**src/cie_pkg.sv**
```systemverilog
/*
 * constants for the clear-instruction execution block
 * assumes an 8-bit data memory word and a single instruction clock
 */
`default_nettype none

package cie_pkg;

	localparam int unsigned DATA_W  = 8;
	localparam int unsigned BITSEL_W = 3;
	localparam int unsigned ADDR_W  = 8;

	// op codes delivered by the decode stage
	localparam logic [2:0] OP_NONE     = 3'h0;
	localparam logic [2:0] OP_BIT_CLR  = 3'h1;
	localparam logic [2:0] OP_WDT_CLR  = 3'h2;
	localparam logic [2:0] OP_PRE_ONE  = 3'h3;
	localparam logic [2:0] OP_PRE_TWO  = 3'h4;

	localparam logic FLAG_CLEARED = 1'h0;

	// last accepted pre-clear: one-hot
	typedef enum logic [1:0] {
		CIE_LAST_ONE = 2'h1,
		CIE_LAST_TWO = 2'h2
	} cie_last_t;

endpackage

`default_nettype wire

```
**src/cie_bit_clear.sv**
```systemverilog
/*
 * single-bit clear datapath: read word in, cleared word out
 * assumes the caller holds the addressed word valid for the cycle
 */
`timescale 1ns/1ps
`default_nettype none

module cie_bit_clear #(
	parameter int unsigned DATA_W   = cie_pkg::DATA_W,
	parameter int unsigned BITSEL_W = cie_pkg::BITSEL_W
) (
	// operand
	input  wire logic [DATA_W-1:0]   word_in,
	input  wire logic [BITSEL_W-1:0] bit_sel,
	// result
	output logic      [DATA_W-1:0]   word_out
);

	genvar g;
	generate
		for (g = 0; g < DATA_W; g++)
		begin : g_bit
			// only the selected lane is forced low
			assign word_out[g] = (bit_sel == BITSEL_W'(g)) ? 1'h0 : word_in[g];
		end
	endgenerate

endmodule // cie_bit_clear

`default_nettype wire

```
**src/cie_exec.sv**
```systemverilog
/*
 * execution logic for the clear instruction group of a small core
 * assumes one decoded op per cycle from the decode stage, synchronous to ref_clk;
 * the watchdog counter itself lives outside and obeys wdt_restart
 */
`timescale 1ns/1ps
`default_nettype none

////////////////////////////////////////////////////////////////////////////////
// Behaviour
// - A bit clear forces only the selected bit of the addressed word to zero.
// - A bit clear leaves every status flag as it was.
// - A watchdog clear restarts the counter and zeroes the timeout and power-down flags.
// - The first pre-clear acts only when it follows the second pre-clear or reset.
// - The second pre-clear acts only when it follows the first pre-clear.
// - Each pre-clear that alternates with the last one restarts the counter and zeroes both flags.
module cie_exec #(
	parameter int unsigned DATA_W   = cie_pkg::DATA_W,
	parameter int unsigned BITSEL_W = cie_pkg::BITSEL_W,
	parameter int unsigned ADDR_W   = cie_pkg::ADDR_W
) (
	// clock and reset
	input  wire logic                ref_clk,
	input  wire logic                rst_n,
	// decoded instruction
	input  wire logic [2:0]          op_code,
	input  wire logic [ADDR_W-1:0]   mem_addr,
	input  wire logic [BITSEL_W-1:0] bit_sel,
	input  wire logic [DATA_W-1:0]   mem_rdata,
	// flag events from the watchdog and sleep logic
	input  wire logic                timeout_set,
	input  wire logic                power_down_set,
	// data memory write-back
	output logic                     mem_we,
	output logic      [ADDR_W-1:0]   mem_waddr,
	output logic      [DATA_W-1:0]   mem_wdata,
	// watchdog and status
	output logic                     wdt_restart,
	output logic                     timeout_flag,
	output logic                     power_down_flag
);

	////////////////////////////////////////////////////////////////////////////
	// internal signals

	// pairing state: which pre-clear was taken last
	cie_pkg::cie_last_t last_pre;

	// datapath result of the bit clear
	logic [DATA_W-1:0]  cleared_word;

	// decoded ops
	logic               op_bit_clr;
	logic               op_wdt_clr;
	logic               op_pre_one;
	logic               op_pre_two;

	// pairing outcome
	logic               pre_one_ok;
	logic               pre_two_ok;
	logic               clear_wdt;

	////////////////////////////////////////////////////////////////////////////
	// op decoding, shared by datapath, pairing and flags

	function automatic logic op_is(
		input logic [2:0] op,
		input logic [2:0] code
	);
		return (op == code);
	endfunction

	// a pre-clear is taken only when the other one was taken last
	function automatic logic alternates(
		input cie_pkg::cie_last_t last,
		input cie_pkg::cie_last_t needed
	);
		return (last == needed);
	endfunction

	assign op_bit_clr = op_is(op_code, cie_pkg::OP_BIT_CLR);
	assign op_wdt_clr = op_is(op_code, cie_pkg::OP_WDT_CLR);
	assign op_pre_one = op_is(op_code, cie_pkg::OP_PRE_ONE);
	assign op_pre_two = op_is(op_code, cie_pkg::OP_PRE_TWO);

	////////////////////////////////////////////////////////////////////////////
	// bit clear datapath

	cie_bit_clear #(
		.DATA_W   (DATA_W),
		.BITSEL_W (BITSEL_W)
	) u_bit_clear (
		.word_in  (mem_rdata),
		.bit_sel  (bit_sel),
		.word_out (cleared_word)
	);

	////////////////////////////////////////////////////////////////////////////
	// pre-clear pairing

	assign pre_one_ok = op_pre_one && alternates(last_pre, cie_pkg::CIE_LAST_TWO);
	assign pre_two_ok = op_pre_two && alternates(last_pre, cie_pkg::CIE_LAST_ONE);

	// plain watchdog clear does not touch the pairing state
	assign clear_wdt  = op_wdt_clr || pre_one_ok || pre_two_ok;

	// state starts as "last was two" so the first one-op of a pair is taken;
	// a repeated op is seen as already accepted and changes nothing
	always_ff @(posedge ref_clk or negedge rst_n)
	begin
		if (!rst_n)
		begin
			last_pre <= cie_pkg::CIE_LAST_TWO;
		end
		else if (op_pre_one)
		begin
			last_pre <= cie_pkg::CIE_LAST_ONE;
		end
		else if (op_pre_two)
		begin
			last_pre <= cie_pkg::CIE_LAST_TWO;
		end
	end

	////////////////////////////////////////////////////////////////////////////
	// watchdog restart pulse

	// one cycle per effective clear; the counter outside restarts from zero
	always_ff @(posedge ref_clk or negedge rst_n)
	begin
		if (!rst_n)
		begin
			wdt_restart <= 1'h0;
		end
		else
		begin
			wdt_restart <= clear_wdt;
		end
	end

	////////////////////////////////////////////////////////////////////////////
	// status flags

	// a clear instruction wins over a same-cycle set since software asked
	// for the clear explicitly and the counter restarts anyway
	always_ff @(posedge ref_clk or negedge rst_n)
	begin
		if (!rst_n)
		begin
			timeout_flag <= cie_pkg::FLAG_CLEARED;
		end
		else if (clear_wdt)
		begin
			timeout_flag <= cie_pkg::FLAG_CLEARED;
		end
		else if (timeout_set)
		begin
			// bit clear never reaches here as a flag writer
			timeout_flag <= 1'h1;
		end
	end

	always_ff @(posedge ref_clk or negedge rst_n)
	begin
		if (!rst_n)
		begin
			power_down_flag <= cie_pkg::FLAG_CLEARED;
		end
		else if (clear_wdt)
		begin
			power_down_flag <= cie_pkg::FLAG_CLEARED;
		end
		else if (power_down_set)
		begin
			power_down_flag <= 1'h1;
		end
	end

	////////////////////////////////////////////////////////////////////////////
	// data memory write-back

	// strobe lasts one cycle per bit clear
	always_ff @(posedge ref_clk or negedge rst_n)
	begin
		if (!rst_n)
		begin
			mem_we <= 1'h0;
		end
		else
		begin
			mem_we <= op_bit_clr;
		end
	end

	// address and word hold until the next bit clear
	always_ff @(posedge ref_clk or negedge rst_n)
	begin
		if (!rst_n)
		begin
			mem_waddr <= '0;
			mem_wdata <= '0;
		end
		else if (op_bit_clr)
		begin
			mem_waddr <= mem_addr;
			mem_wdata <= cleared_word;
		end
	end

endmodule // cie_exec

`default_nettype wire

```
**config.mk**
```make
export PLATFORM = sky130hd
export DESIGN_NAME = cie_exec
export DESIGN_NICKNAME = d
export VERILOG_FILES = /design/src/cie_pkg.sv /design/src/cie_bit_clear.sv /design/src/cie_exec.sv
export SDC_FILE = /design/constraint.sdc
export NUM_CORES = 1
export LEC_CHECK = 0
export BUFFER_PORTS_ARGS = -buffer_cell sky130_fd_sc_hd__buf_2
export CORE_ASPECT_RATIO = 0.6
export CORE_UTILIZATION = 31
export CTS_BUF_LIST = sky130_fd_sc_hd__clkbuf_8
export DETAILED_ROUTE_END_ITERATION = 7
export PLACE_DENSITY = 0.67
export SYNTH_ARGS = -nofsm -noshare
export SYNTH_HDL_FRONTEND = slang
export SYNTH_SLANG_ARGS = --single-unit
```
**constraint.sdc**
```tcl
create_clock -name ref_clk -period 1 [get_ports ref_clk]
set_input_delay 0.1 -clock ref_clk [delete_from_list [all_inputs] [get_ports ref_clk]]
set_output_delay 0.1 -clock ref_clk [all_outputs]
set_load 0.1 [all_outputs]
```
* Word-level counts from Yosys, hierarchy flattened
Index checks and enable logic that the tools add are counted.
Storage, ports and cells: flip-flop bits (word level) 22, input port bits 26, output and inout port bits 20, word-level logic and storage cells 42
Cells by class: equality and inequality tests 13, multiplexer cells 14, reduce and logical (&&, ||, !) cells 8
Operators with widths (number):
- 3-bit equality test (second input constant) | 5
- 3-bit by 2-bit equality test with 1-bit output (second input constant) | 4
- 1-bit 2-to-1 mux | 12
- 3-bit by 1-bit equality test with 1-bit output (second input constant) | 2
- 2-bit nonzero test | 3
- 2-bit 2-to-1 mux | 2
- 3-bit zero test | 1
- 2-bit by 1-bit equality test with 1-bit output (second input constant) | 1
- 2-bit equality test (second input constant) | 1
- 1-bit logical AND | 2
- 1-bit logical OR | 2

* Depth between registers and ports, before layout
word-level depth 5, gate-level depth with buffers 6, depth with buffers taken out 4

* Hierarchy
A second synthesis with hierarchy kept.
Unflattened totals: cells, all modules 69, area, all modules 982.2 um^2
Modules (own cells, without submodules):
- cie_exec | times used 1, cells an instance 57, area an instance 898.4 um^2
- cie_bit_clear | times used 1, cells an instance 12, area an instance 83.8 um^2

* Worst setup path before layout
No wires, ideal clock.
path kind register to register, start point register, netlist name power_down_flag, end point register power_down_flag, setup time 86 ps, arrival time 1104 ps, slack -190 ps, cell stages (with the launch flop) 3, path buffers 0, path through dfrtp_1 > nor2_1 > nor3_1
RTL lines:
- end signal, assigned | RTL line cie_exec.sv:167 | power_down_flag <= cie_pkg::FLAG_CLEARED;
- end signal, assigned | RTL line cie_exec.sv:171 | power_down_flag <= cie_pkg::FLAG_CLEARED;
- end, declared | RTL line cie_exec.sv:40 | output logic power_down_flag

* Worst setup path after layout
start point register last_pre[1], end point register wdt_restart
On the way: cells in the longest elaborated chain, start to end 4, elaborated cells on any way between the ends 6, those cells by class 2 x eq/ne; 4 x reduce/logical
RTL lines:
- start, declared | RTL line cie_exec.sv:47 | cie_pkg::cie_last_t last_pre;
- start signal, assigned | RTL line cie_exec.sv:113 | last_pre <= cie_pkg::CIE_LAST_TWO;
- start signal, assigned | RTL line cie_exec.sv:117 | last_pre <= cie_pkg::CIE_LAST_ONE;
- start signal, assigned | RTL line cie_exec.sv:121 | last_pre <= cie_pkg::CIE_LAST_TWO;
- 2-bit equality test | RTL line cie_exec.sv:78 | return (last == needed);
- 1-bit logical AND | RTL line cie_exec.sv:101 | assign pre_one_ok = op_pre_one && alternates(last_pre, cie_pkg::CIE_LAST_TWO);
- 1-bit logical OR | RTL line cie_exec.sv:105 | assign clear_wdt = op_wdt_clr || pre_one_ok || pre_two_ok;
- 1-bit logical OR * | RTL line cie_exec.sv:105
- net clear_wdt | RTL line cie_exec.sv:61 | logic clear_wdt;
- end signal, assigned | RTL line cie_exec.sv:137 | wdt_restart <= clear_wdt;
- end, declared | RTL line cie_exec.sv:38 | output logic wdt_restart,
The timed path passes the listed nets; every way through them passes the cells marked *. A chain may end at the register's enable or synchronous reset.

==> reports/metrics.yaml <==
grt:
  grtUsageMet1_pct: 22.48
  grt_util_met2_pct: 27.78
  grt_max_degree: 23
  grt_pass1_wl_microns: 4105
  met3_usage_pct: 4.464
  grt_pass1_vias: 894
  grt_busiest_layer: "met2"
  grt.total_usage_pct: 17.35
  grt-ovfl-total: 0
  antenna_found_initial: 0
worst_setup_path:
  endpoint: "wdt_restart"
  cp-startpoint: "last_pre[1]"
  required_ns: 1.15
  rrSetupSlack_ns: -0.08
  critPathArrivalTime_ns: 1.22
  cp-end-kind: "register"
  cp_max_fo: 3
  worstSetupStartpointType: "register"
  timing.rr.start: "last_pre[1]"
  path_class: "register to register"
  r2r-end: "wdt_restart"
  r2r_cells: 3
drt:
  vias_per_cell: 4.510
  drc: 2
  dr.pass1.iters: 5
  routed-via-count: 884
  drt_iter0_drc: 26
  postRouteAntennaNets: 0
  wirelength_microns: 2442
  wl_per_cell_microns: 12.46
sta:
  maxSlewViolCount: 0
  min_period_ns: 1.075
  hold-worst-slack_ns: 0.01737
  min_period_over_period_pct: 107.5
  hold_viol_final: 0
  rsz0062_at_grt: "yes"
  finalSetupViolCount: 3
  max_freq_mhz: 930.0
  finalClockSkew_ns: 0.01153
  final.setup.worst_slack_ns: -0.07522
  tightest_slew_ns: 0.4887
  slew-limit-headroom_pct: 67.42
clocking:
  h-tree-depth: 1
  cts_root_buffer: "clkbuf_8"
  clk_pin_slew_ns: 0.08
  cts_tree: "yes"
  cts_buffers: 3
  ctsLongestPathBuffers: 2
  clk-insertion-delay-late_ns: 0.27
  cts.sinks: 22
die:
  coreArea_sq_um: 2872
  ios: 46
  die_x_microns: 73.17
  die-area_sq_um: 3271
  placement_rows: 15
  dieHeight_microns: 44.71
  start_util_pct: 32.81
synthesis:
  synth-edff-count: 0
  synth-compound-area-share_pct: 12.62
  synth.most_common_cell: "nand2_1"
  yosys-top-cells-area: "dfrtp_1 56%, nand2_1 16%, o311ai_0 5.6%"
  seq_area_frac_synth_pct: 58.57
  synth_top_area_share_pct: 55.78
  muxShareOfSynthArea_pct: 0
  synth.distinct_cells: 20
  synth-xor-area-share_pct: 0
  synth_top_family_by_area: "simple AND/OR/NAND/NOR gates"
  synth_fa_ha_area_share_pct: 0
  avgSynthCellArea_sq_um: 9.814
  synth_flop_cell: "dfrtp_1"
  synth-simple-area-share_pct: 22.05
  ys_ff_latch: 22
  synthCells: 96
  yosys-top-cells-count: "40 x nand2_1, 21 x dfrtp_1, 6 x o311ai_0"
  syn_area_sq_um: 942.2
  synthArstFlopShare_pct: 100.0
  synth_top_area_cell: "dfrtp_1"
  ys_warn_count: 0
  syn-num-nets: 122
placed_design:
  place_hpwl_microns: 1963
  io_buffer_count: 45
  dp_cells: 190
  gp_congestion: 0.7115
  pre_cts_ws_ns: -0.1360
final_layout:
  syn_to_final_growth_pct: 78.09
  regArea_sq_um: 574.3
  layoutNonFillerInstCount: 196
  fillers: 245
  drive_above_1_share_pct: 53.25
  multiInputGateArea_sq_um: 334.1
  fin_nets: 181
  num_antenna_cells: 0
power_and_ir_drop:
  max-vdd-ir-drop_mv: 0.9092
  total_power_mw: 3.689
  p_leak_nw: 0.8406
  p_per_area_nw_per_um2: 2198
flow_run:
  maxCapViolCount: 0
run_status:
  violations: "DRC, setup timing"
  status: "finished, violations left"
worst_hold_path:
  hold_class: "input port to register"
## area by class of cell
type / count / share of cell area, %
clock buffers: 3 / 2.461
clock inverters: 1 / 1.790
inverters: 6 / 1.641
multi-input cells: 65 / 19.91
flip-flops and latches: 22 / 34.23
well taps: 42 / 3.132
repair buffers: 57 / 36.84
## critical path, stage by stage, from the launching register on
cell and delay (ns):
dfstp_2 0.55, nor4b_1 0.06, buf_4 0.13, or2_1 0.21
## report_power, final
group	internal [mW]	leakage, nW	switching [mW]
logic	0.592	0.554	1.09
clock network	0.535	0.0357	0.284
registers	1.04	0.251	0.144
## through the flow
step,utilization (%),TNS [ns],area (sq um)
final,58.43,-0.1553,1678
after global placement,55.08,-1.650,1582
after global routing,58.43,-0.4040,1678
after floorplan,-,-0.02059,970.9
after detailed placement,55.08,-1.760,1582
after CTS,58.17,-0.1368,1670
## metal layers
layer / vias to the layer above / part of all wire [%]
met4: 0 / 2.5
met1: 415 / 44
met3: 6 / 5.6
li1: 432 / -
met5: - / 0
met2: 31 / 47
## what timing repair did
item / CTS / global route
resized for setup: 0 / 2
setup buffers: 1 / 0
setup endpoints to repair: 3 / 8
hold endpoints to repair: 21 / 0
hold buffers: 1 / 0
pin swaps: 3 / 0
## registers in the layout (all words and copies together), names as in the netlist
register and cells:
mem_we 1, mem_waddr 8, last_pre 2, mem_wdata 8, wdt_restart 1, power_down_flag 1
timeout_flag 1
## how the worst min path moves through the flow
stage,start,endpoint,slack (ns),depth (start not counted)
after global routing,mem_addr[1],mem_waddr[1],0.02,3
after detailed placement,rst_n,wdt_restart,0.09,1
after floorplan,rst_n,last_pre[0],-0.20,0
after CTS,mem_addr[1],mem_waddr[1],0.01,3
final,mem_addr[1],mem_waddr[1],0.02,3
after global placement,rst_n,mem_wdata[6],0.07,1
## cell usage in the layout (no fill, tap or decap), types with 4 or more instances in the layout
cell type	instances
buf_12	20
buf_2	25
o21ai_0	4
buf_4	11
dfrtp_2	18
nand2_1	40
inv_1	5
o311ai_0	6
## cell families after synthesis
kind of cell / after synthesis
AND/OR/NAND/NOR: 50
flip-flops: 22
AO/OA/AOI/OAI: 15
buffers and inverters: 9
(Power assumes the default switching activity.)
